$ cat src/rtl/seq_pkg.sv
// constants and types for the transfer test and exercise sequencer
package seq_pkg;
	localparam int unsigned CLK_KHZ = 100_000;
	localparam int unsigned HALF_MS = 500;
	localparam int unsigned WEEK_SEC = 604_800;
	localparam logic [3:0] ADDR_CFG = 4'h0;
	localparam logic [3:0] ADDR_STAT = 4'h4;
	localparam logic [3:0] DEF_ES_S = 4'h3;
	localparam logic [3:0] DEF_XF_S = 4'h3;
	localparam logic [3:0] DEF_RT_U = 4'h2;
	localparam logic [3:0] DEF_CD_M = 4'h5;
	localparam logic [3:0] DEF_EX_U = 4'h4;
	localparam logic [3:0] ADJ_MIN = 4'h1;
	localparam logic [3:0] ADJ_MAX = 4'hA;
	localparam logic [15:0] HALF_PER_S = 16'h0002;
	localparam logic [15:0] HALF_PER_M = 16'h0078;
	localparam logic [15:0] RT_UNIT_M = 16'h0003;
	localparam logic [15:0] EX_UNIT_M = 16'h0005;
	localparam logic [7:0] ACQ_H = 8'h9C;
	localparam logic [4:0] HOLD_MAX = 5'h1F;
	localparam logic [4:0] LOAD_H = 5'h0C;
	localparam logic [4:0] UNL_H = 5'h06;
	localparam logic [4:0] END_H = 5'h04;
	localparam logic [4:0] RST_H = 5'h0C;
	localparam logic [2:0] TEST_PER_H = 3'h4;
	localparam logic [2:0] TEST_ON_H = 3'h2;
	localparam logic [2:0] EXER_PER_H = 3'h5;
	localparam logic [2:0] EXER_ON_H = 3'h1;
	typedef struct packed {
		logic dip3;
		logic opt_brd;
		logic [3:0] ex_u;
		logic [3:0] cd_m;
		logic [3:0] rt_u;
		logic [3:0] xf_s;
		logic [3:0] es_s;
	} cfg_t;
	localparam cfg_t CFG_RST = {1'b0, 1'b0, DEF_EX_U, DEF_CD_M, DEF_RT_U,
		DEF_XF_S, DEF_ES_S};
	typedef enum {S_IDLE, S_START, S_XFER, S_RUN, S_RETX, S_COOL} state_t;
	typedef enum logic [1:0] {M_TEST, M_EXER, M_OUTAGE} mode_t;
	typedef struct packed {
		logic avail;
		logic pos;
	} leds_t;
endpackage

$ cat src/rtl/transfer_test_exercise_sequencer.sv
// sequencer for test runs, weekly exercise and source transfer delays
//
// Local design decisions: the strobed register port and the register offsets.
`timescale 1ns/1ps
// Function
// - supply-load output only at emergency with standby
// - remote input starts/stops loaded test, switch 3
// - test acts as normal loss, loaded transfers
// - test end: retransfer delay, then cooldown, stop
// - standby fails in test: retransfer at once
// - engine start delay 3 s, 1-10 s
// - transfer delay 3 s, 1-10 s
// - retransfer delay 6 min, 3-30 min
// - unloaded test skips retransfer delay
// - cooldown 5 min, 1-10 min, then stop
// - test held 6 s starts loaded test
// - test held 3-5 s starts unloaded test
// - test press during test ends it
// - weekly exercise, 20 min, 5-50 min
// - exercise held 2 s ends run early
// - exercise held 3 s: unloaded, store schedule
// - exercise held 6 s: loaded, store schedule
// - new exercise start replaces stored schedule
// - both buttons 6 s: reset, erase schedule
// - acquire-standby fault fixed at 78 s
// - loaded test blinks 1 s on, 1 off
// - loaded exercise blinks 0.5 s on, 2 off
// - engine start until retransfer and cooldown done
module transfer_test_exercise_sequencer
	import seq_pkg::*;
#(
	parameter int unsigned HALF_CYC = HALF_MS * CLK_KHZ,
	parameter int unsigned WEEK_S = WEEK_SEC
)(
	input wire logic core_clk_in,
	input wire logic arst_n_in,
	input wire logic test_btn_in,
	input wire logic exer_btn_in,
	input wire logic remote_test_in,
	input wire logic norm_avail_in,
	input wire logic standby_avail_in,
	input wire logic at_emergency_in,
	input wire logic [3:0] addr_in,
	input wire logic [31:0] wdata_in,
	input wire logic wr_in,
	input wire logic rd_in,
	output logic [31:0] rdata_out,
	output logic engine_start_out,
	output logic xfer_emerg_out,
	output logic supply_load_out,
	output logic fail_acquire_out,
	output logic avail_led_out,
	output logic pos_led_out
);
	if (HALF_CYC < 4 || HALF_CYC >= 2 ** 28) begin : g_chk_half
		$error("HALF_CYC out of range");
	end
	if (WEEK_S < 2 || WEEK_S >= 2 ** 20) begin : g_chk_week
		$error("WEEK_S out of range");
	end
	localparam logic [27:0] HC_LAST = 28'(HALF_CYC - 1);
	localparam logic [27:0] HC_MID = 28'(HALF_CYC / 2);
	localparam logic [19:0] WK_LAST = 20'(WEEK_S - 1);

	function automatic logic [4:0] hinc(logic [4:0] h, logic t);
		hinc = (h == HOLD_MAX) ? h : h + 5'(t);
	endfunction

	function automatic logic [15:0] pick(logic [3:0] v, logic [3:0] d,
		logic opt);
		pick = {12'h000, (opt && v >= ADJ_MIN && v <= ADJ_MAX) ? v : d};
	endfunction

	// delay length of a state in half-second units
	function automatic logic [15:0] tgt(state_t s, cfg_t c);
		case (s)
			S_START: tgt = pick(c.es_s, DEF_ES_S, c.opt_brd) * HALF_PER_S;
			S_XFER: tgt = pick(c.xf_s, DEF_XF_S, c.opt_brd) * HALF_PER_S;
			S_RETX: tgt = pick(c.rt_u, DEF_RT_U, c.opt_brd) * RT_UNIT_M
				* HALF_PER_M;
			S_COOL: tgt = pick(c.cd_m, DEF_CD_M, c.opt_brd) * HALF_PER_M;
			S_RUN: tgt = pick(c.ex_u, DEF_EX_U, c.opt_brd) * EX_UNIT_M
				* HALF_PER_M;
			default: tgt = 16'h0000;
		endcase
	endfunction

	// time base: one half-second tick and a second phase bit
	logic [27:0] hcnt, next_hcnt;
	logic half_tk, next_half_tk, sec_ph, next_sec_ph;
	logic sec_tk;
	always_comb begin
		next_hcnt = (hcnt == HC_LAST) ? 28'h0000000 : hcnt + 28'h0000001;
		next_half_tk = (hcnt == HC_LAST);
		next_sec_ph = sec_ph ^ half_tk;
	end
	always_ff @(posedge core_clk_in or negedge arst_n_in) begin
		if (!arst_n_in) begin
			hcnt <= 28'h0000000;
			half_tk <= 1'b0;
			sec_ph <= 1'b0;
		end else begin
			hcnt <= next_hcnt;
			half_tk <= next_half_tk;
			sec_ph <= next_sec_ph;
		end
	end
	assign sec_tk = half_tk & sec_ph;

	// pushbutton hold timing
	logic tb_q, eb_q, rt_q, both_seen, next_both_seen;
	logic [4:0] th, eh, bh, next_th, next_eh, next_bh;
	logic both_dn, test_rel, test_rise, exer_rel, rst_evt;
	assign both_dn = test_btn_in & exer_btn_in;
	always_comb begin
		next_th = test_btn_in ? hinc(th, half_tk) : 5'h00;
		next_eh = exer_btn_in ? hinc(eh, half_tk) : 5'h00;
		next_bh = both_dn ? hinc(bh, half_tk) : 5'h00;
		next_both_seen = both_seen;
		if (both_dn) begin
			next_both_seen = 1'b1;
		end else if (!test_btn_in && !exer_btn_in) begin
			next_both_seen = 1'b0;
		end
	end
	always_ff @(posedge core_clk_in or negedge arst_n_in) begin
		if (!arst_n_in) begin
			tb_q <= 1'b0;
			eb_q <= 1'b0;
			rt_q <= 1'b0;
			th <= 5'h00;
			eh <= 5'h00;
			bh <= 5'h00;
			both_seen <= 1'b0;
		end else begin
			tb_q <= test_btn_in;
			eb_q <= exer_btn_in;
			rt_q <= remote_test_in;
			th <= next_th;
			eh <= next_eh;
			bh <= next_bh;
			both_seen <= next_both_seen;
		end
	end
	// a two-button press never counts as a button release or a test press; it can still end an exercise run
	assign test_rel = tb_q & ~test_btn_in & ~both_seen;
	assign test_rise = test_btn_in & ~tb_q & ~exer_btn_in;
	assign exer_rel = eb_q & ~exer_btn_in & ~both_seen;
	assign rst_evt = both_dn & half_tk & (bh == RST_H - 5'h01);

	// configuration and status registers
	cfg_t cfg, next_cfg;
	logic [31:0] next_rdata;
	state_t st, next_st;
	mode_t mode, next_mode;
	logic loaded, next_loaded, eng, next_eng, xfer, next_xfer;
	logic fail, next_fail, sched_ok, next_sched_ok;
	always_comb begin
		next_cfg = cfg;
		if (wr_in && addr_in == ADDR_CFG) begin
			next_cfg = cfg_t'(wdata_in[$bits(cfg_t)-1:0]);
		end
		next_rdata = 32'h00000000;
		if (rd_in && addr_in == ADDR_CFG) begin
			next_rdata = 32'(cfg);
		end else if (rd_in && addr_in == ADDR_STAT) begin
			next_rdata = 32'({sched_ok, fail, loaded, mode, 3'(st), xfer,
				eng});
		end
	end
	always_ff @(posedge core_clk_in or negedge arst_n_in) begin
		if (!arst_n_in) begin
			cfg <= CFG_RST;
			rdata_out <= 32'h00000000;
		end else begin
			cfg <= next_cfg;
			rdata_out <= next_rdata;
		end
	end

	// weekly schedule: the counter restarts at the moment of capture
	logic [19:0] wk, next_wk;
	logic sched_set, week_due;
	assign week_due = sched_ok & sec_tk & (wk == WK_LAST);
	always_comb begin
		next_wk = wk;
		if (sched_set) begin
			next_wk = 20'h00000;
		end else if (sec_tk) begin
			next_wk = (wk == WK_LAST) ? 20'h00000 : wk + 20'h00001;
		end
		next_sched_ok = sched_ok;
		if (sched_set) begin
			next_sched_ok = 1'b1;
		end else if (rst_evt) begin
			next_sched_ok = 1'b0;
		end
	end
	always_ff @(posedge core_clk_in or negedge arst_n_in) begin
		if (!arst_n_in) begin
			wk <= 20'h00000;
			sched_ok <= 1'b0;
		end else begin
			wk <= next_wk;
			sched_ok <= next_sched_ok;
		end
	end

	// run sequencer
	logic [15:0] dcnt, next_dcnt;
	logic active, dly_done, start_req, start_ld, end_req;
	mode_t start_md;
	assign active = (st == S_START) || (st == S_XFER) || (st == S_RUN);
	assign dly_done = half_tk && (dcnt + 16'h0001 >= tgt(st, cfg));
	always_comb begin
		start_req = 1'b0;
		start_ld = 1'b0;
		start_md = M_TEST;
		sched_set = 1'b0;
		end_req = 1'b0;
		if (st == S_IDLE) begin
			if (!norm_avail_in) begin
				start_req = 1'b1;
				start_ld = 1'b1;
				start_md = M_OUTAGE;
			end else if (test_rel && th >= UNL_H) begin
				start_req = 1'b1;
				start_ld = (th >= LOAD_H);
			end else if (remote_test_in && !rt_q) begin
				start_req = 1'b1;
				start_ld = 1'b1;
			end else if (exer_rel && eh >= UNL_H) begin
				start_req = 1'b1;
				start_ld = (eh >= LOAD_H);
				start_md = M_EXER;
				sched_set = 1'b1;
			end else if (week_due) begin
				start_req = 1'b1;
				start_ld = loaded;
				start_md = M_EXER;
			end
		end else if (active && mode == M_TEST) begin
			// maintained remote switch when switch 3 is off, else momentary
			end_req = test_rise
				|| (cfg.dip3 ? (remote_test_in && !rt_q)
				: (!remote_test_in && rt_q));
		end else if (active && mode == M_EXER) begin
			end_req = exer_btn_in && half_tk && eh == END_H - 5'h01;
		end
	end
	always_comb begin
		next_st = st;
		next_mode = mode;
		next_loaded = loaded;
		next_eng = eng;
		next_xfer = xfer;
		case (st)
			S_IDLE: begin
				if (start_req) begin
					next_st = S_START;
					next_mode = start_md;
					next_loaded = start_ld;
				end
			end
			S_START: begin
				if (end_req || (mode == M_OUTAGE && norm_avail_in)) begin
					next_st = S_IDLE;
				end else if (dly_done) begin
					next_eng = 1'b1;
					next_st = loaded ? S_XFER : S_RUN;
				end
			end
			S_XFER: begin
				if (end_req || (mode == M_OUTAGE && norm_avail_in)) begin
					next_st = S_COOL;
				end else if (dly_done && standby_avail_in) begin
					next_xfer = 1'b1;
					next_st = S_RUN;
				end
			end
			S_RUN: begin
				if (end_req || (mode == M_OUTAGE && norm_avail_in)
					|| (mode == M_EXER && dly_done)) begin
					next_st = loaded ? S_RETX : S_COOL;
				end
			end
			S_RETX: begin
				if (mode == M_OUTAGE && !norm_avail_in) begin
					next_st = S_RUN;
				end else if (dly_done) begin
					next_xfer = 1'b0;
					next_st = S_COOL;
				end
			end
			S_COOL: begin
				if (mode == M_OUTAGE && !norm_avail_in) begin
					next_st = S_START;
				end else if (dly_done) begin
					next_eng = 1'b0;
					next_st = S_IDLE;
				end
			end
			default: next_st = S_IDLE;
		endcase
		// a failing standby source during a test drops the load at once
		if (xfer && !standby_avail_in && mode != M_OUTAGE) begin
			next_xfer = 1'b0;
			next_st = S_COOL;
		end
		next_dcnt = dcnt + 16'(half_tk);
		if (next_st != st || (st == S_XFER && !standby_avail_in)) begin
			next_dcnt = 16'h0000;
		end
	end
	always_ff @(posedge core_clk_in or negedge arst_n_in) begin
		if (!arst_n_in) begin
			st <= S_IDLE;
			mode <= M_TEST;
			loaded <= 1'b0;
			eng <= 1'b0;
			xfer <= 1'b0;
			dcnt <= 16'h0000;
		end else begin
			st <= next_st;
			mode <= next_mode;
			loaded <= next_loaded;
			eng <= next_eng;
			xfer <= next_xfer;
			dcnt <= next_dcnt;
		end
	end

	// acquire-standby watchdog; a new set outweighs a reset clear
	logic [7:0] acq, next_acq;
	always_comb begin
		next_acq = 8'h00;
		if (eng && !standby_avail_in) begin
			next_acq = (acq == ACQ_H) ? acq : acq + 8'(half_tk);
		end
		next_fail = fail;
		if (next_acq == ACQ_H) begin
			next_fail = 1'b1;
		end else if (standby_avail_in || rst_evt) begin
			next_fail = 1'b0;
		end
	end
	always_ff @(posedge core_clk_in or negedge arst_n_in) begin
		if (!arst_n_in) begin
			acq <= 8'h00;
			fail <= 1'b0;
		end else begin
			acq <= next_acq;
			fail <= next_fail;
		end
	end

	// indicators and outputs
	logic [2:0] bcnt, next_bcnt;
	logic blink_on;
	leds_t leds;
	always_comb begin
		next_bcnt = bcnt;
		if (!active) begin
			next_bcnt = 3'h0;
		end else if (half_tk) begin
			next_bcnt = (bcnt == (mode == M_TEST ? TEST_PER_H : EXER_PER_H)
				- 3'h1) ? 3'h0 : bcnt + 3'h1;
		end
		blink_on = (mode == M_TEST) ? (bcnt < TEST_ON_H)
			: (bcnt < EXER_ON_H);
		leds.avail = standby_avail_in;
		leds.pos = at_emergency_in;
		if (active && mode != M_OUTAGE) begin
			leds.avail = blink_on;
			leds.pos = loaded ? blink_on : at_emergency_in;
		end else if (fail) begin
			leds.avail = (hcnt < HC_MID);
		end
	end
	always_ff @(posedge core_clk_in or negedge arst_n_in) begin
		if (!arst_n_in) begin
			bcnt <= 3'h0;
			engine_start_out <= 1'b0;
			xfer_emerg_out <= 1'b0;
			supply_load_out <= 1'b0;
			fail_acquire_out <= 1'b0;
			avail_led_out <= 1'b0;
			pos_led_out <= 1'b0;
		end else begin
			bcnt <= next_bcnt;
			engine_start_out <= next_eng;
			xfer_emerg_out <= next_xfer;
			supply_load_out <= at_emergency_in & standby_avail_in;
			fail_acquire_out <= next_fail;
			avail_led_out <= leds.avail;
			pos_led_out <= leds.pos;
		end
	end
endmodule

$ cat config.mk
export PLATFORM = sky130hd
export DESIGN_NAME = transfer_test_exercise_sequencer
export DESIGN_NICKNAME = d
export VERILOG_FILES = /design/src/rtl/seq_pkg.sv /design/src/rtl/transfer_test_exercise_sequencer.sv
export SDC_FILE = /design/constraint.sdc
export NUM_CORES = 1
export LEC_CHECK = 0
export BUFFER_PORTS_ARGS = -buffer_cell sky130_fd_sc_hd__buf_2
export CAP_MARGIN = 15
export CORE_UTILIZATION = 35
export CTS_BUF_LIST = sky130_fd_sc_hd__clkbuf_8
export DETAILED_ROUTE_END_ITERATION = 8
export PLACE_DENSITY_LB_ADDON = 0.08
export SLEW_MARGIN = 20
export SYNTH_ARGS = -nofsm -noshare
export SYNTH_HDL_FRONTEND = slang
export SYNTH_SLANG_ARGS = --single-unit
$ cat constraint.sdc
create_clock -name core_clk_in -period 8 [get_ports core_clk_in]
set_input_delay 1.2 -clock core_clk_in [delete_from_list [all_inputs] [get_ports core_clk_in]]
set_output_delay 1.2 -clock core_clk_in [all_outputs]
set_load 0.02 [all_outputs]
==> impl_metrics.csv, run 1 <==
group,metric,value,unit
outcome,status,"finished, violations left",
outcome,violations,"design-rule violations",
hold_path,min_path_type,"register to register",
synth,synth_cells,1112,
critical_path,r2r_setup_slack,0.82,ns
grt,grt_pass1_vias,8100,
power,irDropWorstVdd,0.000145,V
synth,synth_top_area_cell,"dfrtp_1",
timing,fin_skew,0.0148,ns
critical_path,max_stage_delay,0.60,ns
synth,yosysTopAreaCellShare,39.3,%
critical_path,worstSetupPathType,"register to register",
synth,syn_area,0.0111,mm2
timing,max_freq,139,MHz
critical_path,r2r_end,"dcnt[2]$_DFF_PN0_",
synth,syn_area_per_cell,9.95,um2
grt,grt_use_total,16.5,%
synth,ys.flop_type,"dfrtp_1",
synth,synthTopCellsByArea,"dfrtp_1, ha_1, xnor2_1",
clock_network,clock_path_buffers,2,
timing,min_period,7.18,ns
drt,wirelength,25.0,mm
floorplan,initial_core_util,35.9,%
placement,postPlaceCellArea,0.0119,mm2
floorplan,die_y,180,um
placement,pre_cts_slack,0.574,ns
placement,portBuffers,63,
power,p_per_area,223,mW/mm2
critical_path,cp_slowest_cell,"dfstp_2",
clock_network,insertion_delay,0.48,ns
drt,route.detailed.drc,1,
drt,wire_per_inst,15.6,um
floorplan,coreArea,0.0308,mm2
timing,slew_headroom,36.9,%
timing,fin_setup_tns,0,ns
synth,synth-edff-count,0,
critical_path,crit_start,"cfg[18]$_DFFE_PN1P_",
final_layout,fin_nets,1339,
final_layout,drive_above_1_share,14.5,%
timing,setup_slack,0.815,ns
floorplan,dieArea,0.0323,mm2
clock_network,cts-root-buf,"clkbuf_8",
critical_path,crit_required,8.37,ns
floorplan,io_pins,84,
critical_path,worst_r2r_path_depth,28,
synth,async_reset_ff_share,100,%
clock_network,cts_tree,"built",
clock_network,cts_hold_buffers,0,
hold_path,hold_depth,1,
critical_path,startpoint_type,"register",
placement,dp.final_hpwl,18.3,mm
timing,period_share,89.8,%
critical_path,crit_path_frequent_cell,"inv_1",
floorplan,row_count,64,
drt,via_per_inst,5.00,
final_layout,final_area,0.0123,mm2
final_layout,synthToLayoutAreaGrowth,10.8,%
grt,grt_overflow,0,
grt,antenna_found_initial,2,
power,power.total,0.00274,W
synth,synth.most_common_cell,"dfrtp_1",
clock_network,clk_pin_slew_worst_paths,0.11,ns
synth,synth_cell_types,88,
synth,synth_seq_cells,182,
critical_path,crit_fanout,16,
synth,ys_seq_area_share,41.2,%
critical_path,crit_end,"dcnt[2]$_DFF_PN0_",
drt,firstDrtPassIters,7,
grt,grt_pass1_wl,42.6,mm
synth,ys_warn_count,0,
timing,finalHoldViolCount,0,
timing,setup_viol,0,
critical_path,end_kind,"register",
timing,slew_viol_final,0,
placement,gp_congestion,0.803,
timing,rsz0062_at_grt,"no",
drt,num_vias,8047,
synth,synth_common_cells,"dfrtp_1, nor2_1, ha_1, nand2_1, inv_1",
critical_path,worstPathArrival,7.56,ns
timing,tightestPinTransition,0.943,ns
drt,drt_iter0_drc,387,
drt,ant_nets,0,
run,maxCapViolCount,0,
clock_network,clkSinkCount,182,
power,p_leak,5.82,nW
critical_path,r2r-start,"cfg[18]$_DFFE_PN1P_",
grt,grt_max_degree,114,
timing,whs,0.490,ns
clock_network,numCtsBuffers,17,
final_layout,fillCellCount,3089,
clock_network,cts_max_level,4,
floorplan,die_w,180,um
-- flip-flops by register name, summed over array words and instances, names as in the netlist, 2 cells and up --
signal     cells
st            32
hcnt          28
cfg           22
rdata_out     22
wk            20
dcnt          16
acq            8
bh             5
eh             5
th             5
bcnt           3
mode           2
-- worst max-delay path, delay by kind of cell, from the launching register on --
family	cells	cell delay [ns]
AND/OR/NAND/NOR	7	1.34
buffers and inverters	4	0.33
flip-flops	1	0.60
AO/OA/AOI/OAI	10	2.42
adder cells (fa/ha/maj)	5	1.97
XOR/XNOR	2	0.42
-- worst min path at each step --
stage	startpoint	end	slack, ns
CTS	hcnt[4]$_DFF_PN0_	hcnt[4]$_DFF_PN0_	0.49
detailed placement	sec_ph$_DFF_PN0_	sec_ph$_DFF_PN0_	0.46
global placement	sec_ph$_DFF_PN0_	sec_ph$_DFF_PN0_	0.45
floorplan	sec_ph$_DFF_PN0_	sec_ph$_DFF_PN0_	0.44
global route	hcnt[4]$_DFF_PN0_	hcnt[4]$_DFF_PN0_	0.50
finish	hcnt[4]$_DFF_PN0_	hcnt[4]$_DFF_PN0_	0.49
-- through the flow --
step                      instances  util [%]
final                          1610      39.8
after CTS                      1609      39.7
after global placement         1577      38.5
after global routing           1610      39.8
after floorplan                1150         -
after detailed placement       1577      38.5
-- area by class of cell --
| cell class | instances | area (um2) | area share, % |
|---|---|---|---|
| inverter | 62 | 233 | 1.90 |
| clock buffer | 18 | 248 | 2.02 |
| multi-input combinational | 864 | 6180 | 50.4 |
| tap | 396 | 495 | 4.04 |
| sequential | 182 | 4560 | 37.2 |
| clock inverter | 14 | 143 | 1.16 |
| timing repair buffer | 73 | 399 | 3.25 |
| antenna | 1 | 2.50 | 0.0204 |
-- cell families (layout without fill, tap and decap cells) --
| family | Yosys count | count (layout) | share of synthesized area [%] |
|---|---|---|---|
| simple gates | 414 | 414 | 20.6 |
| compound gates | 187 | 187 | 11.1 |
| flops | 182 | 182 | 41.2 |
| buf+inv | 104 | 167 | 4.34 |
| fa+ha+maj | 93 | 93 | 11.6 |
| xor+xnor | 92 | 92 | 7.28 |
| mux | 39 | 39 | 3.80 |
| other cells | 1 | 40 | 0.0339 |
-- metal layers --
layer	wire [um]	part of all wire (%)	global-route usage, %	vias up
met2	12000	48	27.1	94
met3	610	2.4	2.76	19
li1	-	-	-	4045
met4	279	1.1	4.52	2
met1	12200	49	22.3	3887
met5	13	0.052	0	-
-- cell usage in the layout (no fill, tap or decap), drive strengths merged, types with 4 or more instances in the layout --
master    instances
o21ai            54
buf              72
mux2             24
nor4b            17
a21o             16
mux2i            15
nand4b            4
a222oi            6
fa               16
clkbuf           19
or3               6
nor2            111
nor3b             6
a211oi            6
a21oi            50
nand2            63
nand2b           17
and4              6
xnor2            52
clkinvlp          5
o211ai            5
conb             39
nor4             18
nand3            54
and3             21
ha               77
or2               5
dfstp             8
xor2             40
o21a             11
inv              67
nor3             15
nor2b            13
dfrtp           174
and2             22
a31oi             5
nand4            24
-- where the power goes --
group / total [W] / internal, W / switching (W)
combinational: 0.00110 / 0.000491 / 0.000604
clock: 0.000631 / 0.000263 / 0.000368
sequential: 0.00101 / 0.000964 / 0.0000443
-- timing repair --
item / CTS / global route
setup buffers: 0 / 0
endpoints found under the setup margin: 0 / 8
resized for setup: 0 / 2
(Power assumes the default switching activity.)
==> inputs of run 2 (changes only) <==
--- a/config.mk
+++ b/config.mk
@@ -11,7 +11,7 @@
 export CTS_BUF_LIST = sky130_fd_sc_hd__clkbuf_8
 export DETAILED_ROUTE_END_ITERATION = 8
 export PLACE_DENSITY_LB_ADDON = 0.08
-export SLEW_MARGIN = 20
+export SLEW_MARGIN = 10
 export SYNTH_ARGS = -nofsm -noshare
 export SYNTH_HDL_FRONTEND = slang
 export SYNTH_SLANG_ARGS = --single-unit
==> constraint.sdc (replaced) <==
create_clock -name core_clk_in -period 6.85 [get_ports core_clk_in]
set_input_delay 1.0275 -clock core_clk_in [delete_from_list [all_inputs] [get_ports core_clk_in]]
set_output_delay 1.0275 -clock core_clk_in [all_outputs]
set_load 0.02 [all_outputs]
==> run 2 against run 1 <==
Net effect: the run still ends with design-rule violations left; power rose by 18%; clock power rose by 18%; combinational power rose by 19%; flip-flop and latch count did not move; clock skew rose by 0.0087 ns; register-to-register slack got worse by 0.47 ns; worst hold slack got worse by 0.013 ns; routed wire length rose by 2.2%; largest power group unchanged; highest routed layer is now met4.
==> impl_metrics.csv, run 2 (synthesized netlist as in run 1, its figures left out) <==
group,metric,value,unit
final_layout,largest_register_ffs,32,
final_layout,regMostFlops,"st",
critical_path,worstPathArrival,6.89,ns
timing,slew_headroom,39.1,%
clock_network,numCtsBuffers,17,
power,irDropWorstVdd,0.000130,V
critical_path,critical-path-top-delay-family,"adder cells",
critical_path,worst_r2r_path_depth,26,
final_layout,n_antenna_cell,0,
timing,rsz0062_at_grt,"no",
power,p_leak,5.99,nW
power,swShare,35.8,%
power,power.total,0.00324,W
drt,firstDrtPassIters,7,
grt,grt_pass1_vias,8223,
critical_path,cp_slowest_cell,"fa_2",
placement,postPlaceCellArea,0.0120,mm2
hold_path,min_path_type,"register to register",
power,internal_power,0.00208,W
placement,portBuffers,63,
placement,dp.final_hpwl,18.7,mm
final_layout,fin_nets,1363,
critical_path,crit_fanout,8,
clock_network,cts_max_level,4,
timing,tightestPinTransition,0.911,ns
floorplan,io_pins,84,
drt,route.detailed.drc,1,
final_layout,final_area,0.0126,mm2
timing,slew_viol_final,0,
critical_path,crit_buf_inv,2,
outcome,violations,"design-rule violations",
grt,grt_pass1_wl,42.9,mm
drt,wirelength,25.6,mm
grt,grt_use_total,16.5,%
floorplan,coreArea,0.0308,mm2
grt,antenna_found_initial,0,
drt,ant_nets,0,
timing,setup_slack,0.350,ns
timing,max_freq,154,MHz
critical_path,worstSetupPathType,"register to register",
floorplan,row_count,64,
final_layout,fin_cells,1633,
outcome,status,"finished, violations left",
critical_path,max_stage_delay,0.60,ns
critical_path,cp.depth,26,
placement,pre_cts_slack,0.0197,ns
floorplan,initial_core_util,35.9,%
clock_network,insertion_delay,0.48,ns
timing,fin_skew,0.0234,ns
floorplan,die_w,180,um
critical_path,startpoint_type,"register",
clock_network,clk_pin_slew_worst_paths,0.11,ns
clock_network,clock_path_buffers,2,
clock_network,clkSinkCount,182,
run,maxCapViolCount,0,
final_layout,drive_above_1_share,17.6,%
grt,grt_overflow,0,
drt,num_vias,8237,
floorplan,die_y,180,um
floorplan,dieArea,0.0323,mm2
final_layout,final_cell_mix,"dfrtp_1, nor2_1, ha_1",
grt,grt_max_degree,67,
placement,dp.cells,1591,
timing,setup_viol,0,
final_layout,reg_top3,"st (32), hcnt (28)",
final_layout,synthToLayoutAreaGrowth,14.2,%
drt,drt_iter0_drc,345,
clock_network,cts-root-buf,"clkbuf_8",
power,p_per_area,256,mW/mm2
timing,min_period,6.50,ns
power,p_comb_share,40.6,%
timing,period_share,94.9,%
timing,finalHoldViolCount,0,
timing,fin_setup_tns,0,ns
critical_path,crit_path_frequent_cell,"ha_1",
critical_path,end_kind,"register",
power,clock_power_share,23.0,%
critical_path,crit_required,7.24,ns
final_layout,mostFrequentLayoutCell,"dfrtp_1",
placement,gp_congestion,0.808,
power,power.share.sequential,36.4,%
power,power.switching,0.00116,W
drt,wire_per_inst,15.7,um
hold_path,hold_depth,1,
drt,via_per_inst,5.04,
clock_network,cts_tree,"built",
## run 2: changes by cell type in the layout (fill, tap and decap cells not counted), moves of 3 or more
cell     delta
buf_12      +4
buf_4      +18
ha_1        -3
nor4b_1     -6
nor4b_2     +5
## run 2: final timing paths
| check | from | to | slack [ns] |
|---|---|---|---|
| setup / recovery | cfg[9]$_DFFE_PN1P_ | dcnt[7]$_DFF_PN0_ | 0.35 |
| hold / removal | sec_ph$_DFF_PN0_ | sec_ph$_DFF_PN0_ | 0.48 |
| setup reg to reg | cfg[9]$_DFFE_PN1P_ | dcnt[7]$_DFF_PN0_ | 0.35 |
| hold reg to reg | sec_ph$_DFF_PN0_ | sec_ph$_DFF_PN0_ | 0.48 |
| max in group asynchronous | arst_n_in | st[22]$_DFF_PN0_ | 5.11 |
| min in group asynchronous | arst_n_in | hcnt[12]$_DFF_PN0_ | 0.52 |
## run 2: per-layer routing
| layer | vias up | global-route usage, % | share of wire (%) | wire [um] |
|---|---|---|---|---|
| met2 | 79 | 27.4 | 48 | 12400 |
| met1 | 4041 | 22.2 | 48 | 12300 |
| met5 | - | 0 | 0 | 0 |
| li1 | 4095 | - | - | - |
| met3 | 22 | 2.71 | 2.3 | 594 |
| met4 | 0 | 4.41 | 1.4 | 346 |
## run 2: layout make-up
type	count	area (um2)
Timing Repair Buffer	97	651
Clock inverter	13	133
Sequential cell	182	4570
Clock buffer	19	262
Fill cell	3076	18200
Inverter	62	233
Multi-Input combinational cell	864	6300
Tap cell	396	495
## run 2: power by group through the flow
stage	clock [W]	combinational (W)	sequential, W
2_1_floorplan	0	0.00101	0.00118
3_3_place_gp	0	0.00130	0.00120
3_5_place_dp	0	0.00129	0.00120
4_1_cts	0.000789	0.00131	0.00118
5_1_grt	0.000829	0.00151	0.00119
6_report	0.000745	0.00131	0.00118
## run 2: what timing repair did
action,in CTS,in global routing
hold buffers,0,0
buffers inserted,0,9
setup endpoints to repair,0,17
gates resized for setup,0,30
hold endpoints to repair,0,0
## run 2: worst reg2reg max path: cells and delay by family (launching register included)
| kind | cells | cell delay (ns) |
|---|---|---|
| AO/OA/AOI/OAI | 12 | 2.22 |
| XOR/XNOR | 3 | 0.47 |
| adder cells (fa/ha/maj) | 6 | 2.23 |
| buffers and inverters | 2 | 0.30 |
| flip-flops | 1 | 0.59 |
| AND/OR/NAND/NOR | 3 | 0.62 |
## run 2: stage by stage
step                hold WS (ns)  utilization [%]
floorplan                  0.443                -
global placement           0.453             38.9
detailed placement         0.461             38.9
CTS                        0.482             40.2
global route               0.492             41.0
finish                     0.476             41.0
==> inputs of run 3 (changes only) <==
--- a/config.mk
+++ b/config.mk
@@ -7,7 +7,7 @@
 export LEC_CHECK = 0
 export BUFFER_PORTS_ARGS = -buffer_cell sky130_fd_sc_hd__buf_2
 export CAP_MARGIN = 15
-export CORE_UTILIZATION = 35
+export CORE_UTILIZATION = 60
 export CTS_BUF_LIST = sky130_fd_sc_hd__clkbuf_8
 export DETAILED_ROUTE_END_ITERATION = 8
 export PLACE_DENSITY_LB_ADDON = 0.08
==> constraint.sdc (replaced) <==
create_clock -name core_clk_in -period 7.9 [get_ports core_clk_in]
set_input_delay 1.185 -clock core_clk_in [delete_from_list [all_inputs] [get_ports core_clk_in]]
set_output_delay 1.185 -clock core_clk_in [all_outputs]
set_load 0.02 [all_outputs]
==> run 3 against run 2 <==
Net effect: the run now ends clean; first-iteration DRC count up 34%; via count rose by 1.2%; combinational power shrank 15%; global-route usage rose by 8.9 points; clock skew shrank 0.0048 ns; worst setup slack better by 0.31 ns; largest cell class unchanged.
==> impl_metrics.csv, run 3 (synthesized netlist as in run 1, its figures left out) <==
group,metric,value,unit
floorplan,coreArea,0.0180,mm2
grt,grt_use_total,25.4,%
timing,fin_setup_tns,0,ns
clock_network,cts-root-buf,"clkbuf_8",
critical_path,crit_required,8.26,ns
timing,fin_skew,0.0186,ns
final_layout,fin_nets,1338,
clock_network,clock_path_buffers,2,
drt,wirelength,22.9,mm
power,p_leak,5.85,nW
run,maxCapViolCount,0,
final_layout,largest_register_ffs,32,
final_layout,regMostFlops,"st",
hold_path,min_path_type,"register to register",
placement,postPlaceCellArea,0.0116,mm2
drt,firstDrtPassIters,5,
timing,tightestPinTransition,1.15,ns
final_layout,drive_above_1_share,14.4,%
floorplan,row_count,49,
critical_path,worstPathArrival,7.60,ns
timing,slew_headroom,23.4,%
power,swShare,38.3,%
final_layout,n_antenna_cell,0,
floorplan,dieArea,0.0190,mm2
outcome,status,"complete, no violations",
grt,antenna_found_initial,1,
final_layout,reg_top3,"st (32), hcnt (28)",
clock_network,clk_pin_slew_worst_paths,0.11,ns
critical_path,cp_slowest_cell,"dfstp_2",
drt,num_vias,8333,
power,p_per_area,232,mW/mm2
floorplan,io_pins,84,
drt,wire_per_inst,15.9,um
drt,via_per_inst,5.78,
power,clock_power_share,23.6,%
final_layout,fin_util,67.0,%
power,power.share.sequential,36.5,%
final_layout,synthToLayoutAreaGrowth,9.15,%
clock_network,cts_tree,"built",
power,internal_power,0.00173,W
timing,rsz0062_at_grt,"no",
timing,min_period,7.24,ns
critical_path,crit_fanout,16,
timing,slew_viol_final,0,
timing,finalHoldViolCount,0,
clock_network,insertion_delay,0.49,ns
power,power.total,0.00280,W
final_layout,final_cell_mix,"dfrtp_1, nor2_1, ha_1",
power,irDropWorstVdd,0.000348,V
final_layout,final_area,0.0121,mm2
critical_path,worstSetupPathType,"register to register",
timing,period_share,91.6,%
timing,setup_viol,0,
placement,gp_congestion,0.855,
drt,drt_iter0_drc,463,
floorplan,initial_core_util,61.4,%
critical_path,startpoint_type,"register",
drt,route.detailed.drc,0,
power,power.switching,0.00107,W
grt,grt_pass1_wl,37.5,mm
floorplan,die_y,138,um
clock_network,cts_max_level,4,
critical_path,max_stage_delay,0.61,ns
timing,max_freq,138,MHz
power,p_comb_share,39.9,%
drt,ant_nets,0,
grt,grt_max_degree,112,
placement,portBuffers,63,
critical_path,crit_path_frequent_cell,"inv_1",
critical_path,end_kind,"register",
placement,dp.final_hpwl,16.6,mm
clock_network,clkSinkCount,182,
final_layout,mostFrequentLayoutCell,"dfrtp_1",
clock_network,numCtsBuffers,17,
grt,grt_pass1_vias,7899,
grt,grt_overflow,0,
floorplan,die_w,138,um
[run 3: changes by cell type in the layout (fill, tap and decap cells not counted), sizes merged]
cell,delta
bufinv,-2
inv,+3
clkinv,+4
clkbuf,-4
buf,-23
clkinvlp,-3
[run 3: critical path, delay by kind of cell (launching register included)]
family / cells / cell delay, ns
compound gates: 11 / 2.26
xor+xnor: 3 / 0.68
fa+ha+maj: 5 / 1.98
buf+inv: 4 / 0.34
flops: 1 / 0.61
simple gates: 6 / 1.24
[run 3: power by group through the flow]
stage | Sequential [W] | Clock, W | Combinational (W)
2_1_floorplan | 0.00103 | 0 | 0.000875
3_3_place_gp | 0.00104 | 0 | 0.00108
3_5_place_dp | 0.00104 | 0 | 0.00111
4_1_cts | 0.00102 | 0.000677 | 0.00112
5_1_grt | 0.00103 | 0.000716 | 0.00129
6_report | 0.00102 | 0.000662 | 0.00112
[run 3: layer usage]
layer	track usage, %	share of wire, %
met1	33.8	46
met2	42.5	49
met3	4.23	3.7
met4	8.09	1.9
met5	0	0
[run 3: final timing paths]
path	from	to	slack, ns	cells after the start
setup / recovery	cfg[18]$_DFFE_PN1P_	dcnt[4]$_DFF_PN0_	0.66	29
min in group asynchronous	arst_n_in	rdata_out[18]$_DFF_PN0_	0.83	1
hold reg to reg	sec_ph$_DFF_PN0_	sec_ph$_DFF_PN0_	0.48	1
setup reg to reg	cfg[18]$_DFFE_PN1P_	dcnt[4]$_DFF_PN0_	0.66	29
hold / removal	sec_ph$_DFF_PN0_	sec_ph$_DFF_PN0_	0.48	1
max in group asynchronous	arst_n_in	tb_q$_DFF_PN0_	5.59	2
[run 3: layout make-up]
type                    instances  area (um2)
flip-flops and latches        182        4560
repair buffers                 72         389
inverters                      62         233
multi-input cells             864        6180
fillers                      1502        5950
clock inverters                15         193
clock buffers                  17         234
well taps                     229         287
[run 3: through the flow]
stage | hold WS [ns] | setup slack [ns] | cells
2_1_floorplan | 0.443 | 1.21 | 1150
3_3_place_gp | 0.454 | 0.678 | 1409
3_5_place_dp | 0.461 | 0.578 | 1409
4_1_cts | 0.487 | 0.474 | 1441
5_1_grt | 0.495 | 0.0648 | 1441
6_report | 0.483 | 0.661 | 1441
[run 3: what timing repair did]
item / CTS / global route
hold buffers: 0 / 0
buffers inserted: 0 / 0
endpoints found under the hold margin: 0 / 0
gates resized for setup: 0 / 1
endpoints found under the setup margin: 0 / 5
